**config.mk**
```make
export PLATFORM = sky130hd
export DESIGN_NAME = dram_command_spacing_tracker
export DESIGN_NICKNAME = d
export VERILOG_FILES = /design/src/rtl/spacing_pkg.sv /design/src/rtl/dram_command_spacing_tracker.sv /design/src/rtl/activate_window.sv
export SDC_FILE = /design/constraint.sdc
export NUM_CORES = 2
export LEC_CHECK = 0
export BUFFER_PORTS_ARGS = -buffer_cell sky130_fd_sc_hd__buf_2
export CAP_MARGIN = 30
export CORE_UTILIZATION = 30
export DETAILED_ROUTE_END_ITERATION = 16
export PLACE_DENSITY_LB_ADDON = 0.12
export SLEW_MARGIN = 40
export SYNTH_ARGS = -nofsm -noshare
export SYNTH_HDL_FRONTEND = slang
export SYNTH_SLANG_ARGS = --single-unit
```
**constraint.sdc**
```tcl
create_clock -name mclk -period 6.45 [get_ports mclk]
set_clock_uncertainty 0.2 [all_clocks]
set_input_delay 0.3225 -clock mclk [delete_from_list [all_inputs] [get_ports mclk]]
set_output_delay 0.3225 -clock mclk [all_outputs]
set_load 0.005 [all_outputs]
```
**src/rtl/spacing_pkg.sv**
```systemverilog
// Constants, register map and command codes for the command spacing tracker
package spacing_pkg;

   localparam int ELAPSED_W = 9;
   localparam logic [ELAPSED_W-1:0] ELAPSED_START = 9'h001;

   localparam int ADDR_W = 12;
   localparam logic [ADDR_W-1:0] PRECHARGE_SPACING_OFS = 12'h650;
   localparam logic [ADDR_W-1:0] ACTIVATE_SPACING_OFS = 12'h652;
   localparam logic [ADDR_W-1:0] WRITE_SPACING_OFS = 12'h656;

   localparam logic [15:0] PRECHARGE_SPACING_RST = 16'h0000;
   localparam logic [31:0] ACTIVATE_SPACING_RST = 32'h00000000;
   localparam logic [15:0] WRITE_SPACING_RST = 16'h0000;
   localparam logic [31:0] ACTIVATE_SPACING_RW_MASK = 32'h0FFFFFFF;

   // Precharge spacing fields
   localparam int ACT_TO_PRE_LSB = 11;
   localparam int ACT_TO_PRE_W = 5;
   localparam int WRITE_TO_PRE_LSB = 6;
   localparam int WRITE_TO_PRE_W = 5;
   localparam int READ_TO_PRE_LSB = 2;
   localparam int READ_TO_PRE_W = 4;
   localparam int PRE_TO_PRE_LSB = 0;
   localparam int PRE_TO_PRE_W = 2;

   // Activate spacing fields
   localparam int WINDOW_LEN_LSB = 22;
   localparam int WINDOW_LEN_W = 6;
   localparam int LIMIT_DISABLE_BIT = 21;
   localparam int ACT_TO_ACT_LSB = 17;
   localparam int ACT_TO_ACT_W = 4;
   localparam int PRE_TO_ACT_LSB = 13;
   localparam int PRE_TO_ACT_W = 4;
   localparam int PREALL_TO_ACT_LSB = 9;
   localparam int PREALL_TO_ACT_W = 4;
   localparam int REFRESH_TO_ACT_LSB = 0;
   localparam int REFRESH_TO_ACT_W = 9;

   // Write spacing fields
   localparam int ACT_TO_WRITE_LSB = 12;
   localparam int ACT_TO_WRITE_W = 4;
   localparam int SAME_RANK_WRITE_LSB = 8;
   localparam int SAME_RANK_WRITE_W = 4;
   localparam int CROSS_RANK_WRITE_LSB = 4;
   localparam int CROSS_RANK_WRITE_W = 4;
   localparam int READ_TO_WRITE_LSB = 0;
   localparam int READ_TO_WRITE_W = 4;

   // Activate window
   localparam int WINDOW_CNT_W = 3;
   localparam logic [WINDOW_CNT_W-1:0] ACTIVATE_LIMIT = 3'h4;

   typedef enum logic [2:0] {
      CMD_NOP,
      CMD_ACT,
      CMD_PRE,
      CMD_PREALL,
      CMD_REF,
      CMD_RD,
      CMD_WR
   } cmd_t;

endpackage : spacing_pkg

```
**src/rtl/dram_command_spacing_tracker.sv**
```systemverilog
// Command spacing tracker for one DDR channel with its spacing registers
`timescale 1ns/1ps
module dram_command_spacing_tracker #(
   parameter int RANKS = 4,
   parameter int BANKS = 8
) (
   input wire logic mclk,
   input wire logic rst_n,
   input wire logic ce,
   input wire logic [spacing_pkg::ADDR_W-1:0] reg_addr,
   input wire logic reg_wr,
   input wire logic [31:0] reg_wdata,
   input wire logic reg_rd,
   output logic [31:0] reg_rdata,
   input wire logic cmd_valid,
   input wire spacing_pkg::cmd_t cmd_kind,
   input wire logic [$clog2(RANKS)-1:0] cmd_rank,
   input wire logic [$clog2(BANKS)-1:0] cmd_bank,
   output logic cmd_ready,
   output logic cmd_issue,
   output logic [RANKS-1:0] window_blocked
);
   import spacing_pkg::*;

   localparam int RANK_W = $clog2(RANKS);
   localparam int EW = ELAPSED_W;

   typedef struct packed {
      logic [15:0] pre_cfg;
      logic [31:0] act_cfg;
      logic [15:0] wr_cfg;
      logic [31:0] rdata;
      logic [RANKS-1:0][BANKS-1:0][EW-1:0] act_bk;
      logic [RANKS-1:0][BANKS-1:0][EW-1:0] wr_bk;
      logic [RANKS-1:0][BANKS-1:0][EW-1:0] rd_bk;
      logic [RANKS-1:0][BANKS-1:0][EW-1:0] pre_bk;
      logic [RANKS-1:0][EW-1:0] act_rk;
      logic [RANKS-1:0][EW-1:0] pre_rk;
      logic [RANKS-1:0][EW-1:0] ref_rk;
      logic [RANKS-1:0][EW-1:0] wr_rk;
      logic [EW-1:0] preall;
      logic [EW-1:0] wr_any;
      logic [EW-1:0] rd_any;
      logic [RANK_W-1:0] last_wr_rank;
   } track_state_t;

   // Counters come out of reset expired so nothing is held
   localparam track_state_t STATE_RST = '{
      pre_cfg: PRECHARGE_SPACING_RST,
      act_cfg: ACTIVATE_SPACING_RST,
      wr_cfg: WRITE_SPACING_RST,
      rdata: '0,
      act_bk: '1,
      wr_bk: '1,
      rd_bk: '1,
      pre_bk: '1,
      act_rk: '1,
      pre_rk: '1,
      ref_rk: '1,
      wr_rk: '1,
      preall: '1,
      wr_any: '1,
      rd_any: '1,
      last_wr_rank: '0
   };

   track_state_t s_r;
   track_state_t s_nxt;
   logic cmd_ok;

   logic [EW-1:0] act_to_pre_gap;
   logic [EW-1:0] write_to_pre_gap;
   logic [EW-1:0] read_to_pre_gap;
   logic [EW-1:0] pre_to_pre_gap;
   logic [WINDOW_LEN_W-1:0] activate_window_length;
   logic activate_limit_disable;
   logic [EW-1:0] act_to_act_gap;
   logic [EW-1:0] pre_to_act_gap;
   logic [EW-1:0] preall_to_act_gap;
   logic [EW-1:0] refresh_to_act_gap;
   logic [EW-1:0] act_to_write_gap;
   logic [EW-1:0] same_rank_write_gap;
   logic [EW-1:0] cross_rank_write_gap;
   logic [EW-1:0] read_to_write_gap;

   // Field extraction
   assign act_to_pre_gap = EW'(s_r.pre_cfg[ACT_TO_PRE_LSB +: ACT_TO_PRE_W]);
   assign write_to_pre_gap = EW'(s_r.pre_cfg[WRITE_TO_PRE_LSB +: WRITE_TO_PRE_W]);
   assign read_to_pre_gap = EW'(s_r.pre_cfg[READ_TO_PRE_LSB +: READ_TO_PRE_W]);
   assign pre_to_pre_gap = EW'(s_r.pre_cfg[PRE_TO_PRE_LSB +: PRE_TO_PRE_W]);
   assign activate_window_length = s_r.act_cfg[WINDOW_LEN_LSB +: WINDOW_LEN_W];
   assign activate_limit_disable = s_r.act_cfg[LIMIT_DISABLE_BIT];
   assign act_to_act_gap = EW'(s_r.act_cfg[ACT_TO_ACT_LSB +: ACT_TO_ACT_W]);
   assign pre_to_act_gap = EW'(s_r.act_cfg[PRE_TO_ACT_LSB +: PRE_TO_ACT_W]);
   assign preall_to_act_gap = EW'(s_r.act_cfg[PREALL_TO_ACT_LSB +: PREALL_TO_ACT_W]);
   assign refresh_to_act_gap = EW'(s_r.act_cfg[REFRESH_TO_ACT_LSB +: REFRESH_TO_ACT_W]);
   assign act_to_write_gap = EW'(s_r.wr_cfg[ACT_TO_WRITE_LSB +: ACT_TO_WRITE_W]);
   assign same_rank_write_gap = EW'(s_r.wr_cfg[SAME_RANK_WRITE_LSB +: SAME_RANK_WRITE_W]);
   assign cross_rank_write_gap = EW'(s_r.wr_cfg[CROSS_RANK_WRITE_LSB +: CROSS_RANK_WRITE_W]);
   assign read_to_write_gap = EW'(s_r.wr_cfg[READ_TO_WRITE_LSB +: READ_TO_WRITE_W]);

   // Per-rank activate windows
   genvar gr;
   generate
      for (gr = 0; gr < RANKS; gr++) begin : g_window
         activate_window u_window (
            .mclk(mclk),
            .rst_n(rst_n),
            .ce(ce),
            .act_issue(cmd_issue && cmd_kind == CMD_ACT && cmd_rank == RANK_W'(gr)),
            .window_length(activate_window_length),
            .limit_disable(activate_limit_disable),
            .blocked(window_blocked[gr])
         );
      end
   endgenerate

   assign cmd_ready = cmd_ok;
   assign cmd_issue = cmd_valid && cmd_ok && ce;
   assign reg_rdata = s_r.rdata;

   always_comb begin
      s_nxt = s_r;
      cmd_ok = 1'b0;

      // Elapsed counters saturate so an old command never blocks
      for (int r = 0; r < RANKS; r++) begin
         for (int b = 0; b < BANKS; b++) begin
            if (s_r.act_bk[r][b] != '1) s_nxt.act_bk[r][b] = s_r.act_bk[r][b] + 1'b1;
            if (s_r.wr_bk[r][b] != '1) s_nxt.wr_bk[r][b] = s_r.wr_bk[r][b] + 1'b1;
            if (s_r.rd_bk[r][b] != '1) s_nxt.rd_bk[r][b] = s_r.rd_bk[r][b] + 1'b1;
            if (s_r.pre_bk[r][b] != '1) s_nxt.pre_bk[r][b] = s_r.pre_bk[r][b] + 1'b1;
         end
         if (s_r.act_rk[r] != '1) s_nxt.act_rk[r] = s_r.act_rk[r] + 1'b1;
         if (s_r.pre_rk[r] != '1) s_nxt.pre_rk[r] = s_r.pre_rk[r] + 1'b1;
         if (s_r.ref_rk[r] != '1) s_nxt.ref_rk[r] = s_r.ref_rk[r] + 1'b1;
         if (s_r.wr_rk[r] != '1) s_nxt.wr_rk[r] = s_r.wr_rk[r] + 1'b1;
      end
      if (s_r.preall != '1) s_nxt.preall = s_r.preall + 1'b1;
      if (s_r.wr_any != '1) s_nxt.wr_any = s_r.wr_any + 1'b1;
      if (s_r.rd_any != '1) s_nxt.rd_any = s_r.rd_any + 1'b1;

      // Spacing checks for the offered command
      case (cmd_kind)
         CMD_ACT: begin
            cmd_ok = s_r.act_rk[cmd_rank] >= act_to_act_gap
               && s_r.pre_bk[cmd_rank][cmd_bank] >= pre_to_act_gap
               && s_r.preall >= preall_to_act_gap
               && s_r.ref_rk[cmd_rank] >= refresh_to_act_gap
               && !window_blocked[cmd_rank];
         end
         CMD_PRE: begin
            cmd_ok = s_r.act_bk[cmd_rank][cmd_bank] >= act_to_pre_gap
               && s_r.wr_bk[cmd_rank][cmd_bank] >= write_to_pre_gap
               && s_r.rd_bk[cmd_rank][cmd_bank] >= read_to_pre_gap
               && s_r.pre_rk[cmd_rank] >= pre_to_pre_gap;
         end
         CMD_PREALL: begin
            cmd_ok = s_r.pre_rk[cmd_rank] >= pre_to_pre_gap;
            for (int b = 0; b < BANKS; b++) begin
               if (s_r.act_bk[cmd_rank][b] < act_to_pre_gap) cmd_ok = 1'b0;
               if (s_r.wr_bk[cmd_rank][b] < write_to_pre_gap) cmd_ok = 1'b0;
               if (s_r.rd_bk[cmd_rank][b] < read_to_pre_gap) cmd_ok = 1'b0;
            end
         end
         CMD_WR: begin
            cmd_ok = s_r.act_bk[cmd_rank][cmd_bank] >= act_to_write_gap
               && s_r.wr_rk[cmd_rank] >= same_rank_write_gap
               && (s_r.last_wr_rank == cmd_rank
                  || s_r.wr_any >= cross_rank_write_gap)
               && s_r.rd_any >= read_to_write_gap;
         end
         CMD_REF, CMD_RD, CMD_NOP: begin
            cmd_ok = 1'b1;
         end
         default: begin
            cmd_ok = 1'b0;
         end
      endcase

      // Restart counters at launch; the flops only load while ce is high
      if (cmd_valid && cmd_ok) begin
         case (cmd_kind)
            CMD_ACT: begin
               s_nxt.act_bk[cmd_rank][cmd_bank] = ELAPSED_START;
               s_nxt.act_rk[cmd_rank] = ELAPSED_START;
            end
            CMD_PRE: begin
               s_nxt.pre_bk[cmd_rank][cmd_bank] = ELAPSED_START;
               s_nxt.pre_rk[cmd_rank] = ELAPSED_START;
            end
            CMD_PREALL: begin
               for (int b = 0; b < BANKS; b++) s_nxt.pre_bk[cmd_rank][b] = ELAPSED_START;
               s_nxt.pre_rk[cmd_rank] = ELAPSED_START;
               s_nxt.preall = ELAPSED_START;
            end
            CMD_REF: begin
               s_nxt.ref_rk[cmd_rank] = ELAPSED_START;
            end
            CMD_RD: begin
               s_nxt.rd_bk[cmd_rank][cmd_bank] = ELAPSED_START;
               s_nxt.rd_any = ELAPSED_START;
            end
            CMD_WR: begin
               s_nxt.wr_bk[cmd_rank][cmd_bank] = ELAPSED_START;
               s_nxt.wr_rk[cmd_rank] = ELAPSED_START;
               s_nxt.wr_any = ELAPSED_START;
               s_nxt.last_wr_rank = cmd_rank;
            end
            default: begin
            end
         endcase
      end

      // Register writes at their offsets
      if (reg_wr) begin
         case (reg_addr)
            PRECHARGE_SPACING_OFS: s_nxt.pre_cfg = reg_wdata[15:0];
            ACTIVATE_SPACING_OFS: s_nxt.act_cfg = reg_wdata & ACTIVATE_SPACING_RW_MASK;
            WRITE_SPACING_OFS: s_nxt.wr_cfg = reg_wdata[15:0];
            default: s_nxt.wr_cfg = s_r.wr_cfg;
         endcase
      end

      // Register reads, one cycle latency
      if (reg_rd) begin
         case (reg_addr)
            PRECHARGE_SPACING_OFS: s_nxt.rdata = {16'h0000, s_r.pre_cfg};
            ACTIVATE_SPACING_OFS: s_nxt.rdata = s_r.act_cfg;
            WRITE_SPACING_OFS: s_nxt.rdata = {16'h0000, s_r.wr_cfg};
            default: s_nxt.rdata = 32'h00000000;
         endcase
      end
   end

   always_ff @(posedge mclk) begin
      if (!rst_n) begin
         s_r <= STATE_RST;
      end else if (ce) begin
         s_r <= s_nxt;
      end
   end
endmodule : dram_command_spacing_tracker

```
**src/rtl/activate_window.sv**
```systemverilog
// Fixed activate window for one rank, opened by its first activate
`timescale 1ns/1ps
module activate_window (
   input wire logic mclk,
   input wire logic rst_n,
   input wire logic ce,
   input wire logic act_issue,
   input wire logic [spacing_pkg::WINDOW_LEN_W-1:0] window_length,
   input wire logic limit_disable,
   output logic blocked
);
   import spacing_pkg::*;

   typedef struct packed {
      logic active;
      logic [WINDOW_LEN_W-1:0] timer;
      logic [WINDOW_CNT_W-1:0] count;
   } win_state_t;

   win_state_t s_r;
   win_state_t s_nxt;

   always_comb begin
      s_nxt = s_r;
      if (s_r.active && s_r.timer >= window_length) begin
         s_nxt.active = 1'b0;
         s_nxt.count = '0;
      end else if (s_r.active) begin
         s_nxt.timer = s_r.timer + 1'b1;
      end
      if (act_issue) begin
         if (!s_nxt.active) begin
            s_nxt.active = 1'b1;
            s_nxt.timer = {{(WINDOW_LEN_W-1){1'b0}}, 1'b1};
            s_nxt.count = {{(WINDOW_CNT_W-1){1'b0}}, 1'b1};
         end else if (s_r.count != ACTIVATE_LIMIT) begin
            s_nxt.count = s_r.count + 1'b1;
         end
      end
   end

   always_ff @(posedge mclk) begin
      if (!rst_n) begin
         s_r <= '0;
      end else if (ce) begin
         s_r <= s_nxt;
      end
   end

   // Held until the window runs out; the disable bit lifts the hold
   assign blocked = s_r.active && (s_r.count >= ACTIVATE_LIMIT) && !limit_disable;
endmodule : activate_window

```
# Word-level counts from Yosys, hierarchy flattened
# Cells that the tools add are included.
# Widths: inputs -> output; s select.
[word_totals]
out_inout_bits = 38
wordCells = 882
register_bits = 1457
[classes]
n_eq_ne = 164
n_bitwise = 42
reduce_logical = 43
mux = 266
magnitude_cmp = 48
n_addsub = 155
[ops]
columns = ["operator", "n"]
rows = [
  ["$and 256x256->256", 12],
  ["$not 256->256", 9],
  ["$mux 9", 161],
  ["$mux 1325", 1],
  ["$add 9x1->9 const B", 147],
  ["$ne 9x9->1 const B", 147],
  ["$demux 72 s2", 9],
  ["$mux 288", 3],
  ["$bmux 72 s2", 4],
  ["$pmux 288 s2", 1],
  ["$mux 72", 6],
  ["$or 32x32->32", 12],
  ["$mux 36", 5],
  ["$lt 9x5->1", 16],
  ["$and 32x32->32", 4],
  ["$bmux 9 s3", 4],
  ["$pmux 28 s3", 1],
  ["$bmux 9 s2", 4],
  ["$ge 9x4->1", 8],
  ["$lt 9x4->1", 8],
  ["$mux 6", 12],
  ["$mux 63", 1],
  ["$mux 54", 1],
  ["$mux 45", 1],
  ["other kinds (40)", 141],
]

# Longest topological paths before layout
[depth]
ltp_word = 33
mapped_depth = 28

# Cells and area by module
# From an unflattened synthesis, not the netlist that was laid out.
[hier_totals]
hier_cells = 10957
area_unflattened_um2 = 86541.8
[modules_own_cells]
columns = ["mod", "cells_each", "area_each_um2", "seq_area_each_um2", "instances"]
rows = [
  ["dram_command_spacing_tracker", 10613, 83744.1, 28287.1, 1],
  ["activate_window", 86, 699.4, 200.2, 4],
]

# Worst setup path after synthesis
# No wires, ideal clock.
[synth_timing]
path_type = "input to output"
startpoint = "in cmd_rank[0]"
endpoint = "out cmd_issue"
path_slack_ns = 0.281
cell_stages = 25
arrival_time_ns = 5.647
cell_sequence = "buf_6 -> buf_8 -> buf_6 -> buf_6 -> buf_6 -> buf_6 -> buf_6 -> clkbuf_1 -> buf_1 -> mux4_2 -> a22oi_1 -> nand4_1 -> ha_1 -> a21o_1 -> a21oi_1 -> o22ai_1 -> or4_1 -> o31a_1 -> a2bb2o_1 -> buf_4 -> nor2_8 -> buf_6 -> buf_4 -> buf_2 -> nor2_1"
[synth_via]
elab_chain_len = 30
[synth_rtl]
columns = ["item", "line_no", "rtl"]
rows = [
  ["start: declaration", "dram_command_spacing_tracker.sv:17", "input wire logic [$clog2(RANKS)-1:0] cmd_rank,"],
  ["$bmux 9 s2 / $bmux 72 s2 (equally long branches)", "-", ""],
  ["$mux 9 (not written as such) / $mux 72 (equally long branches)", "-", ""],
  ["$ge 9x2->1 / $lt 9x5->1 (equally long branches)", "dram_command_spacing_tracker.sv:156, dram_command_spacing_tracker.sv:159, dram_command_spacing_tracker.sv:161", ""],
  ["$mux 1", "dram_command_spacing_tracker.sv:161", "if (s_r.act_bk[cmd_rank][b] < act_to_pre_gap) cmd_ok = 1'b0;"],
  ["$mux 1", "dram_command_spacing_tracker.sv:162", "if (s_r.wr_bk[cmd_rank][b] < write_to_pre_gap) cmd_ok = 1'b0;"],
  ["$mux 1", "dram_command_spacing_tracker.sv:163", "if (s_r.rd_bk[cmd_rank][b] < read_to_pre_gap) cmd_ok = 1'b0;"],
  ["$mux 1", "dram_command_spacing_tracker.sv:161", ""],
  ["$mux 1", "dram_command_spacing_tracker.sv:162", ""],
  ["[... 13 more ...]", "-", ""],
  ["$mux 1", "dram_command_spacing_tracker.sv:161", ""],
  ["$mux 1", "dram_command_spacing_tracker.sv:162", ""],
  ["$mux 1", "dram_command_spacing_tracker.sv:163", ""],
  ["$mux 1", "dram_command_spacing_tracker.sv:161", ""],
  ["$mux 1", "dram_command_spacing_tracker.sv:162", ""],
  ["$mux 1", "dram_command_spacing_tracker.sv:163", ""],
  ["$pmux 1 s5 (*)", "dram_command_spacing_tracker.sv:144", "case (cmd_kind)"],
  ["$logic_and 1x1->1 (*) (2 in series)", "dram_command_spacing_tracker.sv:119", "assign cmd_issue = cmd_valid && cmd_ok && ce;"],
  ["end: declaration", "dram_command_spacing_tracker.sv:20", "output logic cmd_issue,"],
]
# Mark *: on every way between the ends. The rest lies on a longest branch, timed or not. The select of a mux whose other input is x is not followed.

# Worst setup path after layout
[layout_timing]
startpoint = "reg s_r[479] (netlist name)"
endpoint = "out cmd_issue"
[layout_via]
elab_chain_len = 22
[layout_rtl]
columns = ["item", "line_no", "rtl"]
rows = [
  ["start: declaration", "dram_command_spacing_tracker.sv:67", "track_state_t s_r;"],
  ["start signal: assignment", "dram_command_spacing_tracker.sv:240", "s_r <= s_nxt;"],
  ["$bmux 72 s2 (*)", "dram_command_spacing_tracker.sv:155, dram_command_spacing_tracker.sv:163", ""],
  ["$mux 72 (not written as such) (*)", "dram_command_spacing_tracker.sv:155", "&& s_r.rd_bk[cmd_rank][cmd_bank] >= read_to_pre_gap"],
  ["$lt 9x4->1", "dram_command_spacing_tracker.sv:163", ""],
  ["$mux 1", "dram_command_spacing_tracker.sv:163", ""],
  ["$mux 1", "dram_command_spacing_tracker.sv:161", ""],
  ["$mux 1", "dram_command_spacing_tracker.sv:162", ""],
  ["$mux 1", "dram_command_spacing_tracker.sv:163", ""],
  ["$mux 1", "dram_command_spacing_tracker.sv:161", ""],
  ["[... 5 more ...]", "-", ""],
  ["$mux 1", "dram_command_spacing_tracker.sv:161", ""],
  ["$mux 1", "dram_command_spacing_tracker.sv:162", ""],
  ["$mux 1", "dram_command_spacing_tracker.sv:163", ""],
  ["$mux 1", "dram_command_spacing_tracker.sv:161", ""],
  ["$mux 1", "dram_command_spacing_tracker.sv:162", ""],
  ["$mux 1", "dram_command_spacing_tracker.sv:163", ""],
  ["$pmux 1 s5 (*)", "dram_command_spacing_tracker.sv:144", ""],
  ["$logic_and 1x1->1 (*) (2 in series)", "dram_command_spacing_tracker.sv:119", ""],
]
# Marked as above.

==> out/metrics.csv <==
stage,metric,value,unit
run_status,status,"finished, final reports clean",
sta,Max Slew Vio Count,0,
layout,nets,11400,
synthesis,ys flop type,dfxtp_1,
detailed_routing,DR WL/cell,25.5,um
setup_path,Worst path max stage delay,0.52,ns
detailed_routing,Antenna Nets Post-Route,0,
detailed_routing,Via Count,92000,
sta,RSZ-0062 raised after global routing,false,
floorplan,# rows,200,
floorplan,num ports,96,
synthesis,synth top area cells,"dfxtp_1 32%, nand2_1 4.6%, ha_1 4.5%, mux4_2 4.2%, a21oi_1 4.1%",
synthesis,Synth top area share,32.3,%
setup_path,Worst EP required,5.93,ns
placed_design,hpwl dp,266000,um
global_route,first-pass GRT wire length,568000,um
synthesis,register area share after synthesis,32.3,%
setup_path,worst path cell trace,"mux2i_1, nand2_1, a31o_2, a221oi_1, and3_1, ha_1, nand2b_1, a21o_1, a21oi_1, o22ai_1, or4_1, o31a_1, a2bb2o_1, nor2_8, buf_12, buf_4, nor2_1, buf_2",
setup_path,CP max-delay cell,or4_1,
power_and_ir_drop,Switching Share,44.5,%
setup_path,WS Path Type,register to output pin,
global_route,largest net degree at the start of global routing,169,
power_and_ir_drop,clock power share,20.0,%
cts,"Reg clk slew, reported paths",0.06,ns
floorplan,Core Region,0.298,mm^2
sta,period utilization,98.2,%
sta,Fin Setup TNS,0,ns
cts,CTS max path bufs,4,
setup_path,Worst Setup End Kind,output pin,
cts,CTS sink cnt,1453,
detailed_routing,via/cell ratio,6.09,
synthesis,Yosys reg bits,1453,
detailed_routing,DRC,0,
setup_path,r2r startpoint,s_r[479]$_SDFFE_PN1P_,
global_route,initial antenna violation count,20,
layout,area grow syn2layout,13.3,%
job,max-cap violation count,0,
sta,final worst path period need,6.33,ns
sta,"Hold Vio Cnt, Final",0,
sta,PnR worst setup slack,0.116,ns
global_route,grt total ovfl,0,
setup_path,Critical Path AT,5.81,ns
floorplan,initial core utilization,30.3,%
synthesis,syn avg cell area,8.12,um^2
power_and_ir_drop,Peak supply drop,0.000215,V
global_route,vias in the first global route,84700,
cts,CTS tree,yes,
power_and_ir_drop,Leakage,38.7,nW
cts,"Clk Latency, worst-skew pair",0.91,ns
synthesis,post-synth cell types,105,
power_and_ir_drop,sequential power share,31.3,%
placed_design,Placed Area,0.0954,mm^2
power_and_ir_drop,Int Pwr,30.4,mW
sta,# setup viols final,0,
power_and_ir_drop,NetSw,24.3,mW
placed_design,gpl congestion,0.923,
placed_design,PortBufs,87,
min_path,Hold Crit Class,input port to register,
cts,clk root buf,clkbuf_16,
floorplan,Die Wd,550,um
floorplan,die area,0.303,mm^2
synthesis,most area-hungry cell type in the Yosys netlist,dfxtp_1,
setup_path,crit start category,register,
sta,Relative slew margins,32.8,%
placed_design,Inst Count DP,14700,
layout,"Core Util, Final",34.3,%
min_path,HP Start,reg_wdata[22],
detailed_routing,DR iter-0 viols,9726,
detailed_routing,Routed WL,386000,um
synthesis,synthesis warning total,0,
synthesis,mapped cell area,0.0902,mm^2
power_and_ir_drop,Power Dens Cells,535,mW/mm^2
setup_path,critical path startpoint,s_r[479]$_SDFFE_PN1P_,
layout,fin area,0.102,mm^2
detailed_routing,drt pass-1 iters,8,
global_route,Overall Global Routing Usage,24.5,%
synthesis,most frequent cells after synthesis,"1453 x dfxtp_1, 1101 x nand2_1, 746 x a21oi_1, 743 x o21ai_0, 675 x nor2_1",
layout,"non-filler cells, final",15100,
synthesis,"Async S/R FF share, synth",0,%
sta,Slew @ Worst Pin,1.01,ns
layout,layout cell share with drive strength beyond 1,9.53,%
synthesis,Post-synth EDFFs,0,
setup_path,Worst Path Max Fanout,30,
placed_design,pre-CTS setup slack,0.229,ns
synthesis,Mapped Cells,11100,
floorplan,Die H,550,um
synthesis,most numerous cell in the Yosys netlist,dfxtp_1,
power_and_ir_drop,combinational share of power,48.7,%
sta,Max Freq,158,MHz
cts,Inserted Clock Buffers,191,
cts,H-Tree Level Count,4,
## worst paths after layout
| path | slack [ns] | to | cells after the start |
|---|---|---|---|
| setup / recovery | 0.12 | cmd_issue | 18 |
| hold / removal | 0.05 | activate_window_length[0]$_SDFFE_PN0P_ | 4 |
| setup reg to reg | 0.78 | s_r[25]$_SDFFE_PN1P_ | 19 |
| hold reg to reg | 0.26 | refresh_to_act_gap[7]$_SDFFE_PN0P_ | 2 |
## final cells by class
type	count	area, um^2
Inverter	289	1100
Clock buffer	293	5660
Antenna cell	11	27.5
Multi-Input combinational cell	8619	57000
Sequential cell	1453	29100
Tap cell	3939	4930
Fill cell	30900	196000
Clock inverter	48	588
Timing Repair Buffer	442	3820
## critical path, delay by kind of cell (launching register included)
family	cells	cell delay, ns
flip-flops	1	0.38
AND/OR/NAND/NOR	6	1.30
AO/OA/AOI/OAI	7	1.77
adder cells (fa/ha/maj)	1	0.22
multiplexers	1	0.47
buffers and inverters	3	0.66
## power groups by stage
stage	clock, mW	combinational, mW	sequential (mW)
CTS	11.2	26.3	16.9
finish	10.9	26.6	17.1
floorplan	0	21.2	15.3
detailed placement	0	26.2	17.1
global route	11.5	29.9	17.6
global placement	0	25.6	17.0
## cell families after synthesis
logic type,count (synthesis),share of synthesized area [%]
other,1,0.00416
XOR/XNOR,166,1.61
buffers and inverters,1044,5.01
AO/OA/AOI/OAI,3487,26.1
multiplexers,352,6.27
adder cells (fa/ha/maj),324,4.50
AND/OR/NAND/NOR,4286,24.3
flip-flops,1453,32.3
## sequential cells by signal (all words and copies together) (netlist names), 5 cells and up
signal,count
g_window.u_window.s_r,40
reg_rdata,28
refresh_to_act_gap,9
s_r,1334
activate_window_length,6
act_to_pre_gap,5
## cell usage in the layout (no fill, tap or decap), drive strengths merged, types with 47 or more instances in the layout
master / Yosys / routed
o22ai: 126 / 126
buf: 220 / 394
nor3: 334 / 334
nor2: 677 / 677
clkbuf: 535 / 293
mux4: 168 / 168
or2: 47 / 47
o211ai: 105 / 105
xnor2: 51 / 51
nor4: 170 / 170
a211oi: 126 / 126
dlygate4sd3: 0 / 48
ha: 324 / 324
a31oi: 289 / 289
dfxtp: 1453 / 1453
or3: 97 / 97
a211o: 81 / 81
o21ai: 751 / 751
inv: 289 / 291
xor2: 115 / 115
or4: 61 / 61
nand2b: 73 / 73
and2: 157 / 157
and4: 97 / 97
a22oi: 241 / 241
and3: 316 / 316
a21oi: 757 / 757
o21a: 48 / 48
nand2: 1101 / 1101
a311o: 76 / 76
nand3: 578 / 578
mux2i: 162 / 162
nor3b: 57 / 57
a221o: 86 / 86
nand4: 381 / 381
a41oi: 97 / 97
o311ai: 83 / 83
a21o: 209 / 209
## repair_timing
item,CTS,global route
buffers inserted,0,0
gates resized for setup,0,4
hold endpoints to repair,227,0
hold buffers,48,0
endpoints found under the setup margin,0,1
## metal layers
metal	share of wire [%]	wire length (um)	track usage, %
met4	4.4	17100	10.5
met2	44	171000	38.6
met1	44	171000	33.0
met3	6.8	26200	3.79
met5	0.011	41	0
## stage by stage
stage | hold slack, ns | power, mW
floorplan | 0.236 | 36.5
global placement | 0.243 | 42.6
detailed placement | 0.251 | 43.2
CTS | 0.0000399 | 54.4
global route | 0.0366 | 59.0
finish | 0.0505 | 54.6
Note: power is estimated with default switching activity, not from simulation.
